`config.mk`:
```
export PLATFORM = sky130hd
export DESIGN_NAME = dp_ctrl_regs
export DESIGN_NICKNAME = d
export VERILOG_FILES = /design/src/verilog/dp_pkg.sv /design/src/verilog/dp_rate_gen.sv /design/src/verilog/dp_guard.sv /design/src/verilog/dp_ctrl_regs.sv
export SDC_FILE = /design/constraint.sdc
export NUM_CORES = 1
export LEC_CHECK = 0
export BUFFER_PORTS_ARGS = -buffer_cell sky130_fd_sc_hd__buf_2
export CORE_ASPECT_RATIO = 1.4
export CORE_UTILIZATION = 45
export DETAILED_ROUTE_END_ITERATION = 8
export PLACE_DENSITY = 0.75
export SLEW_MARGIN = 30
export SYNTH_ARGS = -nofsm -noshare
export SYNTH_HDL_FRONTEND = slang
export SYNTH_HIERARCHICAL = 1
export SYNTH_SLANG_ARGS = --single-unit
export TNS_END_PERCENT = 20
```
`constraint.sdc`:
```
create_clock -name clk_i -period 2.6 [get_ports clk_i]
set_input_delay 0.13 -clock clk_i [delete_from_list [all_inputs] [get_ports clk_i]]
set_output_delay 0.13 -clock clk_i [all_outputs]
set_load 0.01 [all_outputs]
```
`src/verilog/dp_pkg.sv`:
```
// Shared constants and types of the debug port control registers
package dp_pkg;

  // ----------------------------------------------------------------
  // Register offsets
  // ----------------------------------------------------------------
  localparam logic [3:0] DP_OFS_TURN = 4'h2; // Turnaround idle count
  localparam logic [3:0] DP_OFS_PORT_CONTROL_B = 4'h3; // Port control B
  localparam logic [3:0] DP_OFS_KEY = 4'h7; // Access key status
  localparam logic [3:0] DP_OFS_SYSTEM_RESET_REQUEST = 4'h8; // System reset request
  localparam logic [3:0] DP_OFS_CLKSEL = 4'h9; // Port clock select
  localparam logic [3:0] DP_OFS_SYSCTL = 4'ha; // System control
  localparam logic [3:0] DP_OFS_SYSSTAT = 4'hb; // System status
  localparam logic [3:0] DP_OFS_CRC = 4'hc; // Memory scan status

  // ----------------------------------------------------------------
  // Field positions
  // ----------------------------------------------------------------
  localparam int DP_BIT_NACK_SUP = 4; // Control B: negative ack suppress
  localparam int DP_BIT_CONT_OFF = 3; // Control B: contention check off
  localparam int DP_BIT_SHUTDOWN = 2; // Control B: port shutdown
  localparam int DP_BIT_KEY_UROW = 5; // Key status: user row key
  localparam int DP_BIT_KEY_PROG = 4; // Key status: memory program key
  localparam int DP_BIT_KEY_ERASE = 3; // Key status: full erase key
  localparam int DP_BIT_ROW_DONE = 1; // System control: user row done
  localparam int DP_BIT_CLK_REQ = 0; // System control: clock request
  localparam int DP_BIT_IN_RESET = 5; // Status: system in reset
  localparam int DP_BIT_ASLEEP = 4; // Status: system asleep
  localparam int DP_BIT_PROG_RDY = 3; // Status: programming ready
  localparam int DP_BIT_ROW_RDY = 2; // Status: user row ready
  localparam int DP_BIT_LOCKED = 0; // Status: device locked

  // ----------------------------------------------------------------
  // Values and reset values
  // ----------------------------------------------------------------
  localparam logic [7:0] DP_RST_SIGNATURE = 8'h59; // Reset request signature
  localparam logic [2:0] DP_TURN_RESET = 3'h0; // 128 idle bits
  localparam logic [2:0] DP_TURN_OFF = 3'h7; // No idle bits
  localparam logic [7:0] DP_TURN_MAX = 8'h80; // Idle bits for code 0
  localparam logic [1:0] DP_CLK_RESERVED = 2'h0; // Reserved select code
  localparam logic [1:0] DP_CLK_FAST = 2'h1; // 16 MHz
  localparam logic [1:0] DP_CLK_MID = 2'h2; // 8 MHz
  localparam logic [1:0] DP_CLK_SLOW = 2'h3; // 4 MHz, the reset value
  localparam logic [2:0] DP_CRC_OFF = 3'h0; // Not enabled
  localparam logic [2:0] DP_CRC_BUSY = 3'h1; // Enabled, busy
  localparam logic [2:0] DP_CRC_GOOD = 3'h2; // Done, good signature
  localparam logic [2:0] DP_CRC_FAIL = 3'h4; // Done, failed signature

  // ----------------------------------------------------------------
  // Timing
  // ----------------------------------------------------------------
  localparam int DP_CLK_MHZ = 125; // System clock rate
  localparam int DP_FAST_MHZ = 16; // Fast port clock
  localparam int DP_MID_MHZ = 8; // Middle port clock
  localparam int DP_SLOW_MHZ = 4; // Slow port clock
  // Divider counts, rounded down so the port never runs slow
  localparam int DP_DIV_FAST = DP_CLK_MHZ / DP_FAST_MHZ;
  localparam int DP_DIV_MID = DP_CLK_MHZ / DP_MID_MHZ;
  localparam int DP_DIV_SLOW = DP_CLK_MHZ / DP_SLOW_MHZ;

  // ----------------------------------------------------------------
  // Types
  // ----------------------------------------------------------------
  // System domain status, arriving from outside the clock domain
  typedef struct packed {
    logic reset_active;
    logic asleep;
    logic prog_ready;
    logic row_ready;
    logic locked;
    logic prog_done;
    logic erase_done;
    logic [2:0] crc;
  } dp_sys_type;

  // Settings handed to the physical layer
  typedef struct packed {
    logic [2:0] turnaround_idle_count;
    logic negative_ack_suppress;
    logic contention_check_off;
    logic [1:0] port_clock_select;
  } dp_phy_cfg_type;

  localparam int DP_SYS_W = 10; // Width of dp_sys_type
  localparam logic [DP_SYS_W-1:0] DP_SYS_RESET = 10'h020; // Locked at reset

endpackage : dp_pkg

```
`src/verilog/dp_rate_gen.sv`:
```
// Port bit-rate enable generator
`timescale 1ns/10ps
module dp_rate_gen
  import dp_pkg::*;
(
  input wire logic clk_i,
  input wire logic rst_n_i,
  input wire logic clear_i, // Restart the divider
  input wire logic [1:0] sel_i, // Port clock select
  output logic bit_en_o // One-cycle pulse per port clock
);

  logic [5:0] cnt_r; // Cycles left in this period
  logic [5:0] lim; // Reload value for the selection

  // Divider length; the reserved code never gets stored upstream
  always_comb begin
    case (sel_i)
      DP_CLK_FAST: lim = 6'(DP_DIV_FAST - 1);
      DP_CLK_MID: lim = 6'(DP_DIV_MID - 1);
      default: lim = 6'(DP_DIV_SLOW - 1);
    endcase
  end

  // Down counter, pulse on zero
  always_ff @(posedge clk_i or negedge rst_n_i) begin
    if (!rst_n_i) begin
      cnt_r <= 6'h00;
      bit_en_o <= 1'b0;
    end else if (clear_i) begin
      cnt_r <= 6'h00;
      bit_en_o <= 1'b0;
    end else if (cnt_r == 6'h00) begin
      cnt_r <= lim;
      bit_en_o <= 1'b1;
    end else begin
      cnt_r <= cnt_r - 6'h01;
      bit_en_o <= 1'b0;
    end
  end

endmodule : dp_rate_gen

```
`src/verilog/dp_guard.sv`:
```
// Receive-to-transmit turnaround idle timer
`timescale 1ns/10ps
module dp_guard
  import dp_pkg::*;
(
  input wire logic clk_i,
  input wire logic rst_n_i,
  input wire logic clear_i, // Abort any running guard
  input wire logic start_i, // Port turns from receive to transmit
  input wire logic [2:0] code_i, // Turnaround idle count code
  input wire logic bit_en_i, // One pulse per bit time
  output logic busy_o // High while idle bits are inserted
);

  logic [7:0] cnt_r; // Idle bits still to insert

  // Load 128 halved per code step; code 7 loads nothing
  always_ff @(posedge clk_i or negedge rst_n_i) begin
    if (!rst_n_i) begin
      cnt_r <= 8'h00;
    end else if (clear_i) begin
      cnt_r <= 8'h00;
    end else if (start_i) begin
      cnt_r <= (code_i == DP_TURN_OFF) ? 8'h00 : (DP_TURN_MAX >> code_i);
    end else if (bit_en_i && cnt_r != 8'h00) begin
      cnt_r <= cnt_r - 8'h01;
    end
  end

  assign busy_o = (cnt_r != 8'h00);

endmodule : dp_guard

```
`src/verilog/dp_ctrl_regs.sv`:
```
// Control and status registers of the single-pin debug port
`timescale 1ns/10ps
module dp_ctrl_regs
  import dp_pkg::*;
(
  input wire logic clk_i,
  input wire logic rst_n_i,
  // Register access from the instruction decoder
  input wire logic [3:0] reg_addr_i,
  input wire logic reg_wr_i,
  input wire logic reg_rd_i,
  input wire logic [7:0] reg_wdata_i,
  output logic [7:0] reg_rdata_o,
  // Port life cycle and keys from the instruction decoder
  input wire logic port_enable_i,
  input wire logic key_row_i,
  input wire logic key_prog_i,
  input wire logic key_erase_i,
  // Physical layer events
  input wire logic turn_i,
  input wire logic access_busy_i,
  input wire logic contention_i,
  // System domain status, asynchronous
  input wire dp_sys_type sys_i,
  // Outputs
  output dp_phy_cfg_type phy_cfg_o,
  output logic phy_enable_o,
  output logic port_logic_reset_o,
  output logic bit_en_o,
  output logic guard_busy_o,
  output logic nack_send_o,
  output logic contention_error_o,
  output logic system_reset_request_o,
  output logic system_clock_request_o,
  output logic user_row_done_o,
  output logic user_row_key_active_o,
  output logic memory_program_key_o,
  output logic full_erase_key_o
);

  // ----------------------------------------------------------------
  // Synchronisers for the system domain
  // ----------------------------------------------------------------
  logic [DP_SYS_W-1:0] sys_meta_r; // First stage, read by second only
  logic [DP_SYS_W-1:0] sys_sync_r; // Second stage, safe to use
  logic [DP_SYS_W-1:0] sys_prev_r; // Delayed copy for edges
  dp_sys_type sys_s; // Synchronised view
  dp_sys_type sys_p; // Previous synchronised view

  genvar gi;
  generate
    for (gi = 0; gi < DP_SYS_W; gi++) begin : g_sync
      // Three flops per bit, two to synchronise and one for edges; the crc field may be caught mid-change
      always_ff @(posedge clk_i or negedge rst_n_i) begin
        if (!rst_n_i) begin
          sys_meta_r[gi] <= DP_SYS_RESET[gi];
          sys_sync_r[gi] <= DP_SYS_RESET[gi];
          sys_prev_r[gi] <= DP_SYS_RESET[gi];
        end else begin
          sys_meta_r[gi] <= sys_i[gi];
          sys_sync_r[gi] <= sys_meta_r[gi];
          sys_prev_r[gi] <= sys_sync_r[gi];
        end
      end
    end
  endgenerate

  assign sys_s = sys_sync_r;
  assign sys_p = sys_prev_r;

  // ----------------------------------------------------------------
  // Decode
  // ----------------------------------------------------------------
  logic wr_turn, wr_port_control_b, wr_key, wr_rst, wr_clk, wr_sysctl;
  logic rd_stat; // Status read, clears the sticky reset bit
  logic shutdown; // Port shutdown written this cycle

  assign wr_turn = reg_wr_i && reg_addr_i == DP_OFS_TURN;
  assign wr_port_control_b = reg_wr_i && reg_addr_i == DP_OFS_PORT_CONTROL_B;
  assign wr_key = reg_wr_i && reg_addr_i == DP_OFS_KEY;
  assign wr_rst = reg_wr_i && reg_addr_i == DP_OFS_SYSTEM_RESET_REQUEST;
  assign wr_clk = reg_wr_i && reg_addr_i == DP_OFS_CLKSEL;
  assign wr_sysctl = reg_wr_i && reg_addr_i == DP_OFS_SYSCTL;
  assign rd_stat = reg_rd_i && reg_addr_i == DP_OFS_SYSSTAT;
  assign shutdown = wr_port_control_b && reg_wdata_i[DP_BIT_SHUTDOWN];

  // ----------------------------------------------------------------
  // Physical layer settings
  // ----------------------------------------------------------------
  logic [2:0] turn_code_r; // Turnaround idle count code
  logic nack_sup_r; // Negative ack suppress
  logic cont_off_r; // Contention check off
  logic [1:0] clk_sel_r; // Port clock select

  // Turnaround code; shutdown restores the 128-bit default
  always_ff @(posedge clk_i or negedge rst_n_i) begin
    if (!rst_n_i) begin
      turn_code_r <= DP_TURN_RESET;
    end else if (shutdown) begin
      turn_code_r <= DP_TURN_RESET;
    end else if (wr_turn) begin
      turn_code_r <= reg_wdata_i[2:0];
    end
  end

  // Control B flags
  always_ff @(posedge clk_i or negedge rst_n_i) begin
    if (!rst_n_i) begin
      nack_sup_r <= 1'b0;
      cont_off_r <= 1'b0;
    end else if (shutdown) begin
      nack_sup_r <= 1'b0;
      cont_off_r <= 1'b0;
    end else if (wr_port_control_b) begin
      nack_sup_r <= reg_wdata_i[DP_BIT_NACK_SUP];
      cont_off_r <= reg_wdata_i[DP_BIT_CONT_OFF];
    end
  end

  // Clock select; the reserved code is ignored so the divider stays sane.
  // Software must pick the fast codes only with the brown-out level high.
  always_ff @(posedge clk_i or negedge rst_n_i) begin
    if (!rst_n_i) begin
      clk_sel_r <= DP_CLK_SLOW;
    end else if (shutdown || port_enable_i) begin
      clk_sel_r <= DP_CLK_SLOW;
    end else if (wr_clk && reg_wdata_i[1:0] != DP_CLK_RESERVED) begin
      clk_sel_r <= reg_wdata_i[1:0];
    end
  end

  assign phy_cfg_o.turnaround_idle_count = turn_code_r;
  assign phy_cfg_o.negative_ack_suppress = nack_sup_r;
  assign phy_cfg_o.contention_check_off = cont_off_r;
  assign phy_cfg_o.port_clock_select = clk_sel_r;

  // ----------------------------------------------------------------
  // Port life cycle
  // ----------------------------------------------------------------
  // Enable and shutdown; the port logic reset is a one-cycle pulse
  always_ff @(posedge clk_i or negedge rst_n_i) begin
    if (!rst_n_i) begin
      phy_enable_o <= 1'b0;
      port_logic_reset_o <= 1'b0;
    end else begin
      port_logic_reset_o <= shutdown;
      if (shutdown) begin
        phy_enable_o <= 1'b0;
      end else if (port_enable_i) begin
        phy_enable_o <= 1'b1;
      end
    end
  end

  // ----------------------------------------------------------------
  // Bit timing and guard
  // ----------------------------------------------------------------
  dp_rate_gen u_rate (
    .clk_i(clk_i),
    .rst_n_i(rst_n_i),
    .clear_i(port_logic_reset_o),
    .sel_i(clk_sel_r),
    .bit_en_o(bit_en_o)
  );

  dp_guard u_guard (
    .clk_i(clk_i),
    .rst_n_i(rst_n_i),
    .clear_i(port_logic_reset_o),
    .start_i(turn_i && phy_enable_o),
    .code_i(turn_code_r),
    .bit_en_i(bit_en_o),
    .busy_o(guard_busy_o)
  );

  // ----------------------------------------------------------------
  // Negative ack and contention
  // ----------------------------------------------------------------
  // Reset entering mid-transfer triggers a negative ack unless suppressed
  always_ff @(posedge clk_i or negedge rst_n_i) begin
    if (!rst_n_i) begin
      nack_send_o <= 1'b0;
      contention_error_o <= 1'b0;
    end else begin
      nack_send_o <= sys_s.reset_active && !sys_p.reset_active
                     && access_busy_i && !nack_sup_r;
      contention_error_o <= contention_i && !cont_off_r;
    end
  end

  // ----------------------------------------------------------------
  // Access keys
  // ----------------------------------------------------------------
  logic prog_done_ev; // Programming sequence finished
  logic erase_done_ev; // Full erase finished

  assign prog_done_ev = sys_s.prog_done && !sys_p.prog_done;
  assign erase_done_ev = sys_s.erase_done && !sys_p.erase_done;

  // Keys; a new acceptance wins over a completion in the same cycle
  always_ff @(posedge clk_i or negedge rst_n_i) begin
    if (!rst_n_i) begin
      user_row_key_active_o <= 1'b0;
      memory_program_key_o <= 1'b0;
      full_erase_key_o <= 1'b0;
    end else if (shutdown) begin
      user_row_key_active_o <= 1'b0;
      memory_program_key_o <= 1'b0;
      full_erase_key_o <= 1'b0;
    end else begin
      if (key_row_i) begin
        user_row_key_active_o <= 1'b1;
      end else if (wr_key && !reg_wdata_i[DP_BIT_KEY_UROW]) begin
        user_row_key_active_o <= 1'b0;
      end
      if (key_prog_i) begin
        memory_program_key_o <= 1'b1;
      end else if (prog_done_ev) begin
        memory_program_key_o <= 1'b0;
      end
      if (key_erase_i) begin
        full_erase_key_o <= 1'b1;
      end else if (erase_done_ev) begin
        full_erase_key_o <= 1'b0;
      end
    end
  end

  // ----------------------------------------------------------------
  // System reset request
  // ----------------------------------------------------------------
  // Held until the next write to it or a shutdown; this flop never resets the port itself
  always_ff @(posedge clk_i or negedge rst_n_i) begin
    if (!rst_n_i) begin
      system_reset_request_o <= 1'b0;
    end else if (shutdown) begin
      system_reset_request_o <= 1'b0;
    end else if (wr_rst) begin
      system_reset_request_o <= (reg_wdata_i == DP_RST_SIGNATURE);
    end
  end

  // ----------------------------------------------------------------
  // System control
  // ----------------------------------------------------------------
  // Clock request: set on enable, written by software, dropped on shutdown
  always_ff @(posedge clk_i or negedge rst_n_i) begin
    if (!rst_n_i) begin
      system_clock_request_o <= 1'b0;
    end else if (shutdown) begin
      system_clock_request_o <= 1'b0;
    end else if (port_enable_i) begin
      system_clock_request_o <= 1'b1;
    end else if (wr_sysctl) begin
      system_clock_request_o <= reg_wdata_i[DP_BIT_CLK_REQ];
    end
  end

  // User row done pulse, only with the user row key held.
  // Writing early cannot be caught here; the processor moves on without data.
  always_ff @(posedge clk_i or negedge rst_n_i) begin
    if (!rst_n_i) begin
      user_row_done_o <= 1'b0;
    end else begin
      user_row_done_o <= wr_sysctl && reg_wdata_i[DP_BIT_ROW_DONE]
                         && user_row_key_active_o;
    end
  end

  // ----------------------------------------------------------------
  // System status
  // ----------------------------------------------------------------
  logic in_reset_r; // Sticky system reset seen
  logic rst_now; // System is in reset right now

  assign rst_now = sys_s.reset_active || system_reset_request_o;

  // Sticky bit; an ongoing reset wins over the clear-on-read
  always_ff @(posedge clk_i or negedge rst_n_i) begin
    if (!rst_n_i) begin
      in_reset_r <= 1'b0;
    end else begin
      in_reset_r <= rst_now || (in_reset_r && !rd_stat);
    end
  end

  // ----------------------------------------------------------------
  // Read path
  // ----------------------------------------------------------------
  logic [7:0] rd_nxt; // Read data for the addressed register

  // Read multiplexer; unmapped offsets and reserved bits read zero
  always_comb begin
    rd_nxt = 8'h00;
    case (reg_addr_i)
      DP_OFS_TURN: rd_nxt[2:0] = turn_code_r;
      DP_OFS_PORT_CONTROL_B: begin
        rd_nxt[DP_BIT_NACK_SUP] = nack_sup_r;
        rd_nxt[DP_BIT_CONT_OFF] = cont_off_r;
      end
      DP_OFS_KEY: begin
        rd_nxt[DP_BIT_KEY_UROW] = user_row_key_active_o;
        rd_nxt[DP_BIT_KEY_PROG] = memory_program_key_o;
        rd_nxt[DP_BIT_KEY_ERASE] = full_erase_key_o;
      end
      DP_OFS_SYSTEM_RESET_REQUEST: rd_nxt[0] = system_reset_request_o;
      DP_OFS_CLKSEL: rd_nxt[1:0] = clk_sel_r;
      DP_OFS_SYSCTL: rd_nxt[DP_BIT_CLK_REQ] = system_clock_request_o;
      DP_OFS_SYSSTAT: begin
        rd_nxt[DP_BIT_IN_RESET] = in_reset_r || rst_now;
        rd_nxt[DP_BIT_ASLEEP] = sys_s.asleep;
        rd_nxt[DP_BIT_PROG_RDY] = sys_s.prog_ready;
        rd_nxt[DP_BIT_ROW_RDY] = sys_s.row_ready;
        rd_nxt[DP_BIT_LOCKED] = sys_s.locked;
      end
      DP_OFS_CRC: begin
        // Only the documented one-hot codes pass; others read as off
        case (sys_s.crc)
          DP_CRC_BUSY, DP_CRC_GOOD, DP_CRC_FAIL: rd_nxt[2:0] = sys_s.crc;
          default: rd_nxt[2:0] = DP_CRC_OFF;
        endcase
      end
      default: rd_nxt = 8'h00;
    endcase
  end

  // Read data register, loaded on each read strobe
  always_ff @(posedge clk_i or negedge rst_n_i) begin
    if (!rst_n_i) begin
      reg_rdata_o <= 8'h00;
    end else if (reg_rd_i) begin
      reg_rdata_o <= rd_nxt;
    end
  end

endmodule : dp_ctrl_regs

```
==> run summary, run 1 <==
die span in y: 95.4 microns
mean post-synth cell area: 10.9 sq um
placed cell count: 374
sequential element share of the synthesized area: 55.5%
Core Area: 0.00595 sq mm
Post-Synth Simple-Gate Area: 20.8%
synth top area cells: dfrtp_1 52%, dfstp_2 3.8%, nor2_1 3.6%
top_reg_cell synth: dfrtp_1
H-tree lvl count: 3
Slowest-stage cell, CP: dfrtp_1
worst path bufs/invs: 3
Initial Utilization: 47.1%
cell taking the most area after synthesis: dfrtp_1
Worst Reg-to-Reg Cells: 6
Crit path largest cell delay: 0.41 ns
gr ovfl total: 0
final antenna-violating net count: 0
Adder-Cell Fraction of Synth Area: 1.79%
count leader, synth: dfrtp_1
global-route usage over all layers: 21.1%
WP data arrival: 1.76 ns
post-synth top area share: 51.8%
Top delay family on crit path: simple AND/OR/NAND/NOR gates
cells after synthesis: 256
Num Clock Sinks: 62
Root Driver: clkbuf_8
cell area after synthesis: 0.00280 sq mm
max-slew violations: 0
area post-placement: 0.00312 sq mm
placer congestion estimate: 0.826
worst setup margin: 0.711 ns
r2r setup slk: 0.87 ns
Clock Tree Buf Depth: 2
Worst-path clk slew: 0.07 ns
WL/cell: 14.8 microns
initial antenna violation count: 0
Final Non-Filler Cells: 403
die area: 0.00655 sq mm
critical-path cell list: inv_1 > ha_1 > nor4b_4 > and2_1 > inv_1 > buf_2
Hold Path Depth: 3
Setup Total Neg Slack: 0 ns
Power Dens Cells: 765 mW/mm^2
Area growth syn-to-layout: 23.8%
Syn. warnings: 6
Setup crit start kind: flop
register area: 0.00156 sq mm
Synth Area in Compound Gates: 12.1%
Clk Latency, worst-skew pair: 0.34 ns
final hold violations: 0
layout cells sized above 1: 28.5%
nets: 365
Post-synth ARST share: 100%
vias per inst: 5.46
Rows: 33
Post-synth top cells: 58 x dfrtp_1, 27 x nor2_1, 17 x a21oi_1
fillers: 517
vias after detailed routing: 2,200
number of port buffers: 57
Post-CTS Repair Setup Buffers: 0
Synth Area in XOR/XNOR: 1.56%
area of the multi-input gates: 0.00111 sq mm
critical path class: flop to output pin
TritonRoute pass-1 iters: 4
largest family of logic cells by synthesized area: simple AND/OR/NAND/NOR gates
CP Capture Type: output pin
Worst Tran Pin Value: 0.570 ns
Slew HR: 62.0%
outcome: finished clean
Lkg Pwr: 1.60 nW
EDFF count, synth: 0
# IOs: 60
dpl ws: 0.866 ns
Critical Path Stages: 6
# DRC: 0
crit share post-route: 72.7%
antenna cell count: 0
unique cell type count in the Yosys netlist: 59
RSZ-0062 raised after global routing: no
Req. time, crit path: 2.47 ns
Max VDD drop: 0.442 mV
vias in the first global route: 2,244
final setup vio count: 0
die span in x: 68.7 microns
crit path max fanout: 6
first-pass GRT wire length: 10,000 microns
cts bufs inserted: 9
design area: 0.00347 sq mm
CP dominant cell by count: inv_1
CTS tree: yes
Post-DP HPWL: 4350 microns
FMAX: 0.529 GHz
Final min period: 1.89 ns
Hold/Removal Path Class: input pin to flop
hold slack: 0.0281 ns
mux cell area share after synthesis: 3.26%
flops & latches, synth: 62
initial drt markers: 116
largest net degree at the start of global routing: 31
detailed-route wire length: 5980 microns
Max Cap Viol: 0
clock skew: 0.00585 ns
[tightest hold or removal path, cell delays in order]
cell and delay [ns]:
buf_2 0.08, a21oi_1 0.03, nor2_1 0.08
[path summary, 6_finish.rpt]
path,start,end
hold reg to reg,sys_meta_r[0],sys_s[0]
setup reg to reg,u_guard/cnt_r[0],u_guard/cnt_r[4]
min in group asynchronous,rst_n_i,sys_meta_r[1]
max in group asynchronous,rst_n_i,clk_sel_r[1]
setup / recovery,u_guard/cnt_r[0],guard_busy_o
hold / removal,key_prog_i,memory_program_key_o
[area by class of cell]
cell class	instances	area share, %
Inverter	15	1.62
Sequential cell	62	44.9
Clock buffer	9	3.57
Tap cell	70	2.53
Multi-Input combinational cell	168	32.1
Timing Repair Buffer	72	12.4
Clock inverter	7	2.85
[power breakdown]
part           switching [mW]  internal [mW]  total, mW
Sequential              0.129           1.09       1.22
Combinational           0.258          0.248      0.506
Clock                   0.386          0.542      0.928
[kinds of logic (layout without fill, tap and decap cells)]
family                   count (synthesis)  in the layout
AND/OR/NAND/NOR                        100            100
flip-flops                              62             62
AO/OA/AOI/OAI                           48             48
buffers and inverters                   27            103
multiplexers                             9              9
XOR/XNOR                                 5              5
adder cells (fa/ha/maj)                  4              4
other                                    1              2
[flip-flops by register name, indices dropped and copies added (netlist names)]
name,flops
cont_off_r,1
sys_meta_r,10
sys_p,3
clk_sel_r,2
nack_sup_r,1
u_rate/cnt_r,6
u_rate/bit_en_o,1
sys_s,10
system_reset_request_o,1
u_guard/cnt_r,8
phy_enable_o,1
full_erase_key_o,1
contention_error_o,1
user_row_done_o,1
turn_code_r,3
port_logic_reset_o,1
system_clock_request_o,1
user_row_key_active_o,1
in_reset_r,1
reg_rdata_o,6
nack_send_o,1
memory_program_key_o,1
[placed cells by master, fill, tap and decap left out, types with 3 or more instances in the layout]
cell type	Yosys	layout
a211oi_1	4	4
a21oi_1	17	17
and3_1	4	4
buf_2	2	57
clkbuf_8	0	9
clkinv_4	0	3
dfrtp_1	58	58
dfstp_2	4	4
dlygate4sd3_1	0	13
ha_1	4	4
inv_1	15	15
mux2i_1	8	8
nand2_1	9	9
nand2b_1	4	4
nand3_1	14	14
nand3b_1	6	6
nand4_1	4	4
nor2_1	27	27
nor2b_1	5	5
nor3_1	5	5
o21ai_0	5	5
o22ai_1	5	5
xnor2_1	4	4
[what timing repair did]
action                                 in CTS  in global routing
hold buffers                               12                  1
endpoints found under the hold margin      69                  1
gates resized for setup                     0                  0
[routing by layer]
layer / up-vias / part of all wire (%) / wire length [microns] / GRT usage [%]
met3: 12 / 5.8 / 350 / 6.70
met4: 0 / 2.0 / 121 / 7.99
met1: 1067 / 40 / 2400 / 24.9
met2: 71 / 52 / 3110 / 35.2
li1: 1050 / - / - / -
met5: - / 0 / 0 / 0
[through the flow]
step / util, % / power, mW
2_1_floorplan: - / 1.57
3_3_place_gp: 52.4 / 1.71
6_report: 58.3 / 2.65
3_5_place_dp: 52.4 / 1.73
5_1_grt: 58.3 / 2.80
4_1_cts: 58.2 / 2.68
(Power assumes the default switching activity.)
==> inputs of run 2 (changes only) <==
--- a/config.mk
+++ b/config.mk
@@ -9,7 +9,7 @@
 export CORE_ASPECT_RATIO = 1.4
 export CORE_UTILIZATION = 45
 export DETAILED_ROUTE_END_ITERATION = 8
-export PLACE_DENSITY = 0.75
+export PLACE_DENSITY = 0.78
 export SLEW_MARGIN = 30
 export SYNTH_ARGS = -nofsm -noshare
 export SYNTH_HDL_FRONTEND = slang
==> constraint.sdc (replaced) <==
create_clock -name clk_i -period 1.6 [get_ports clk_i]
set_input_delay 0.08 -clock clk_i [delete_from_list [all_inputs] [get_ports clk_i]]
set_output_delay 0.08 -clock clk_i [all_outputs]
set_load 0.01 [all_outputs]
==> run summary, run 2 (synthesis gave the netlist of run 1 again) <==
WL/cell: 15.0 microns (was 14.8 microns)
cts bufs inserted: 9 (unchanged)
antenna cell count: 0 (unchanged)
crit path max fanout: 3 (was 6)
register area: 0.00156 sq mm (unchanged)
Post-DP HPWL: 4350 microns (about the same)
clock share of power: 33.7% (was 35.0%)
vias in the first global route: 2,356 (was 2,244)
final setup vio count: 2 (was 0)
placed cell count: 380 (was 374)
Final min period: 1.68 ns
critical path class: flop to output pin (unchanged)
max-slew violations: 0 (unchanged)
layout cells sized above 1: 33.2% (was 28.5%)
detailed-route wire length: 6290 microns (was 5980 microns)
Hold/Removal Path Class: input pin to flop (unchanged)
die span in y: 95.4 microns (unchanged)
area of the multi-input gates: 0.00115 sq mm (was 0.00111 sq mm)
Rows: 33 (unchanged)
sequential share of power: 44.5% (was 45.9%)
commonest cells after routing, fill and taps aside: 58 x dfrtp_1, 56 x buf_2, 27 x nor2_1 (was 58 x dfrtp_1, 57 x buf_2, 27 x nor2_1)
Lkg Pwr: 1.70 nW (was 1.60 nW)
number of port buffers: 57 (unchanged)
worst setup margin: -0.0835 ns (was 0.711 ns)
Switching Fraction: 29.4% (was 29.1%)
gr ovfl total: 0 (unchanged)
initial drt markers: 140 (was 116)
first-pass GRT wire length: 10,500 microns (was 10,000 microns)
WP data arrival: 1.60 ns (was 1.76 ns)
largest net degree at the start of global routing: 63 (was 31)
Max VDD drop: 0.955 mV (was 0.442 mV)
fillers: 500 (was 517)
# IOs: 60 (unchanged)
CTS tree: yes (unchanged)
Clock Tree Buf Depth: 2 (unchanged)
vias per inst: 5.43 (was 5.46)
crit share post-route: 105%
area post-placement: 0.00317 sq mm (was 0.00312 sq mm)
Psw: 1.31 mW (was 773 uW)
die area: 0.00655 sq mm (unchanged)
design area: 0.00366 sq mm (was 0.00347 sq mm)
P_int: 3.15 mW (was 1.88 mW)
Final Non-Filler Cells: 419 (was 403)
Core Area: 0.00595 sq mm (unchanged)
CP Capture Type: output pin (unchanged)
global-route usage over all layers: 22.3% (was 21.1%)
die span in x: 68.7 microns (unchanged)
H-tree lvl count: 3 (unchanged)
Clk Latency, worst-skew pair: 0.34 ns (about the same)
initial antenna violation count: 0 (unchanged)
vias after detailed routing: 2,277 (was 2,200)
Power Total: 4.46 mW (was 2.65 mW)
clock skew: 0.00417 ns (was 0.00585 ns)
TritonRoute pass-1 iters: 4 (unchanged)
FMAX: 0.594 GHz
final hold violations: 0 (unchanged)
placer congestion estimate: 0.863 (was 0.826)
Root Driver: clkbuf_8 (unchanged)
outcome: finished, violations left (was finished clean)
Req. time, crit path: 1.52 ns (was 2.47 ns)
# DRC: 0 (unchanged)
Power Dens Cells: 1220 mW/mm^2 (was 765 mW/mm^2)
Worst-path clk slew: 0.07 ns (about the same)
Max Cap Viol: 0 (unchanged)
nets: 381 (was 365)
Area growth syn-to-layout: 30.7% (was 23.8%)
Setup crit start kind: flop (unchanged)
r2r setup slk: -0.06 ns (was 0.87 ns)
commonest non-fill, non-tap cell in the layout: dfrtp_1 (unchanged)
Num Clock Sinks: 62 (unchanged)
final core utilization: 61.6% (was 58.3%)
final antenna-violating net count: 0 (unchanged)
RSZ-0062 raised after global routing: yes (was no)
hold slack: 0.0605 ns (was 0.0281 ns)
violations in the final reports: negative setup slack
Comb power frac: 21.8% (was 19.1%)
Initial Utilization: 47.1% (unchanged)
## run 2: changes by cell type in the layout (fill, tap and decap cells not counted), sizes merged
cell / change
dlygate4sd3: +5
buf: +11
## run 2: cell type report
cell class	instances	share of cell area [%]
flip-flops and latches	62	42.5
multi-input cells	168	31.5
repair buffers	88	16.0
clock buffers	9	3.38
clock inverters	7	2.70
well taps	70	2.39
inverters	15	1.54
## run 2: through the flow
stage | worst slack (ns) | TNS (ns)
floorplan | 0.0132 | 0
global placement | 0.0473 | 0
detailed placement | -0.0393 | -0.0393
CTS | -0.0951 | -0.188
global route | -0.139 | -0.316
finish | -0.0835 | -0.145
## run 2: path summary, 6_finish.rpt
kind	from	to	cells past startpoint
max in group asynchronous	rst_n_i	clk_sel_r[1]	3
max reg2reg	u_guard/cnt_r[1]	u_guard/cnt_r[5]	7
min	reg_wdata_i[1]	user_row_done_o	2
min in group asynchronous	rst_n_i	sys_meta_r[0]	3
min reg2reg	sys_meta_r[2]	sys_s[2]	0
max	u_guard/cnt_r[1]	guard_busy_o	7
## run 2: timing repair
action                                  4_1_cts  5_1_grt
pin swaps                                     4        6
endpoints found under the setup margin        2        9
cloned                                        0        0
endpoints found under the hold margin        75        0
resized for setup                             7        5
hold buffers                                 18        0
setup buffers                                 4        1
## run 2: critical path, cell delays in order, from the launching register on
cell	delay [ns]
dfrtp_1	0.39
inv_1	0.06
ha_2	0.17
nor4b_4	0.24
and2_4	0.20
buf_6	0.09
inv_2	0.03
buf_6	0.10
## run 2: layer usage
layer  wire length, microns  vias to the layer above  GRT usage (%)  part of all wire, %
met1                   2430                     1107           25.2                   39
met3                    293                       20           4.78                  4.7
li1                       -                     1082              -                    -
met2                   3350                       68           36.7                   53
met4                    221                        0           15.5                  3.5
met5                      0                        -              0                    0
## run 2: power groups by stage
| stage | logic, mW | clock network [mW] | registers (mW) |
|---|---|---|---|
| floorplan | 0.573 | 0 | 1.98 |
| detailed placement | 0.851 | 0 | 2.00 |
| global placement | 0.817 | 0 | 1.99 |
| finish | 0.971 | 1.50 | 1.99 |
| global route | 1.08 | 1.61 | 2.02 |
| CTS | 0.938 | 1.54 | 1.97 |
==> inputs of run 3 (changes only) <==
--- a/config.mk
+++ b/config.mk
@@ -10,6 +10,7 @@
 export CORE_UTILIZATION = 45
 export DETAILED_ROUTE_END_ITERATION = 8
 export PLACE_DENSITY = 0.78
+export REMOVE_ABC_BUFFERS = 1
 export SLEW_MARGIN = 30
 export SYNTH_ARGS = -nofsm -noshare
 export SYNTH_HDL_FRONTEND = slang
==> run summary, run 3 (synthesis gave the netlist of run 1 again) <==
WL/cell: 14.7 microns (was 15.0 microns)
commonest non-fill, non-tap cell in the layout: dfrtp_1 (unchanged)
FMAX: 0.602 GHz (was 0.594 GHz)
die span in y: 95.4 microns (unchanged)
vias after detailed routing: 2,246 (was 2,277)
Num Clock Sinks: 62 (unchanged)
worst setup path start: u_guard/cnt_r[1] (unchanged)
Reg-to-Reg Start: u_guard/cnt_r[1] (unchanged)
Clk Latency, worst-skew pair: 0.34 ns (about the same)
Initial Utilization: 47.1% (unchanged)
final antenna-violating net count: 0 (unchanged)
detailed-route wire length: 6140 microns (was 6290 microns)
critical path class: flop to flop (was flop to output pin)
Area growth syn-to-layout: 30.8% (was 30.7%)
number of port buffers: 57 (unchanged)
CTS tree: yes (unchanged)
RSZ-0062 raised after global routing: yes (unchanged)
die area: 0.00655 sq mm (unchanged)
Setup crit start kind: flop (unchanged)
outcome: finished, violations left (unchanged)
violations in the final reports: negative setup slack (unchanged)
initial drt markers: 133 (was 140)
cts bufs inserted: 9 (unchanged)
Max Cap Viol: 0 (unchanged)
Max VDD drop: 0.972 mV (was 0.955 mV)
nets: 379 (was 381)
antenna cell count: 0 (unchanged)
commonest cells after routing, fill and taps aside: 58 x dfrtp_1, 56 x buf_2, 27 x nor2_1 (unchanged)
r2r setup slk: -0.06 ns (about the same)
Hold/Removal Path Class: input pin to flop (unchanged)
area post-placement: 0.00317 sq mm (unchanged)
layout cells sized above 1: 32.3% (was 33.2%)
crit share post-route: 104% (was 105%)
# IOs: 60 (unchanged)
design area: 0.00367 sq mm (was 0.00366 sq mm)
largest net degree at the start of global routing: 45 (was 63)
max-slew violations: 0 (unchanged)
Root Driver: clkbuf_8 (unchanged)
fillers: 487 (was 500)
global-route usage over all layers: 21.1% (was 22.3%)
final hold violations: 0 (unchanged)
Core Area: 0.00595 sq mm (unchanged)
gr ovfl total: 0 (unchanged)
clock skew: 0.00558 ns (was 0.00417 ns)
WP data arrival: 1.91 ns (was 1.60 ns)
Worst-path clk slew: 0.07 ns (about the same)
Rows: 33 (unchanged)
TritonRoute pass-1 iters: 4 (unchanged)
vias in the first global route: 2,207 (was 2,356)
Clock Tree Buf Depth: 2 (unchanged)
Post-DP HPWL: 4310 microns (was 4350 microns)
CP Capture Type: flop (was output pin)
initial antenna violation count: 0 (unchanged)
final core utilization: 61.7% (was 61.6%)
worst setup margin: -0.0607 ns (was -0.0835 ns)
first-pass GRT wire length: 10,100 microns (was 10,500 microns)
end of the critical path: u_guard/cnt_r[5] (was guard_busy_o)
Power Total: 4.59 mW (was 4.46 mW)
final setup vio count: 2 (unchanged)
Power Dens Cells: 1250 mW/mm^2 (was 1220 mW/mm^2)
placer congestion estimate: 0.781 (was 0.863)
die span in x: 68.7 microns (unchanged)
Final min period: 1.66 ns (was 1.68 ns)
Worst Reg-to-Reg Cells: 7 (unchanged)
# DRC: 0 (unchanged)
RR Endpoint: u_guard/cnt_r[5] (unchanged)
Lkg Pwr: 1.70 nW (about the same)
crit path max fanout: 2 (was 3)
vias per inst: 5.39 (was 5.43)
Req. time, crit path: 1.85 ns (was 1.52 ns)
H-tree lvl count: 3 (unchanged)
## run 3: area by class of cell
| type | count | area [sq um] | share of cell area (%) |
|---|---|---|---|
| clock buffer | 9 | 124 | 3.38 |
| clock inverter | 7 | 123 | 3.34 |
| inverter | 15 | 56.3 | 1.54 |
| multi-input combinational | 168 | 1140 | 31.2 |
| sequential | 62 | 1560 | 42.5 |
| tap | 70 | 87.6 | 2.39 |
| timing repair buffer | 86 | 574 | 15.7 |
## run 3: where the power goes
| group | switching (mW) | internal (mW) | total, mW |
|---|---|---|---|
| Sequential | 0.208 | 1.77 | 1.98 |
| Clock | 0.621 | 1.04 | 1.66 |
| Combinational | 0.472 | 0.484 | 0.957 |
## run 3: how the worst min path moves through the flow
stage | start | endpoint | slack (ns) | cells past startpoint
2_1_floorplan | rst_n_i | cont_off_r | -0.22 | 0
3_3_place_gp | rst_n_i | sys_meta_r[0] | 0.05 | 1
3_5_place_dp | rst_n_i | sys_meta_r[0] | 0.06 | 1
4_1_cts | reg_wdata_i[2] | turn_code_r[2] | 0.03 | 3
5_1_grt | reg_wdata_i[1] | user_row_done_o | 0.03 | 2
6_report | reg_wdata_i[2] | turn_code_r[2] | 0.05 | 3
## run 3: through the flow
step | hold slack [ns] | setup slack, ns | TNS, ns | std cells
3_5_place_dp | 0.0581 | 0.0219 | 0 | 380
2_1_floorplan | -0.216 | 0.0129 | 0 | 245
4_1_cts | 0.0296 | -0.0581 | -0.114 | 417
6_report | 0.0453 | -0.0607 | -0.119 | 417
5_1_grt | 0.0335 | -0.170 | -0.618 | 417
3_3_place_gp | 0.0489 | 0.0584 | 0 | 380
## run 3: timing repair
| action | CTS | global route |
|---|---|---|
| endpoints found under the setup margin | 2 | 9 |
| pin swaps | 0 | 5 |
| resized for setup | 6 | 6 |
| hold endpoints to repair | 36 | 0 |
| setup buffers | 3 | 0 |
| hold buffers | 18 | 0 |
## run 3: worst max-delay path: stages (launching register included)
cell and delay (ns):
dfrtp_1 0.35, inv_1 0.05, ha_2 0.16, nor4b_4 0.13
and2_4 0.15, buf_4 0.13, or3_4 0.35, a221oi_2 0.24
## run 3: per-layer routing
layer  vias to the layer above  global-route usage, %  part of all wire [%]  routed length (microns)
li1                       1079                      -                     -                        -
met1                      1092                   26.3                    42                     2570
met2                        61                   33.7                    51                     3150
met3                        14                   5.38                   4.7                      289
met4                         0                   10.0                   2.2                      137
met5                         -                      0                     0                        0
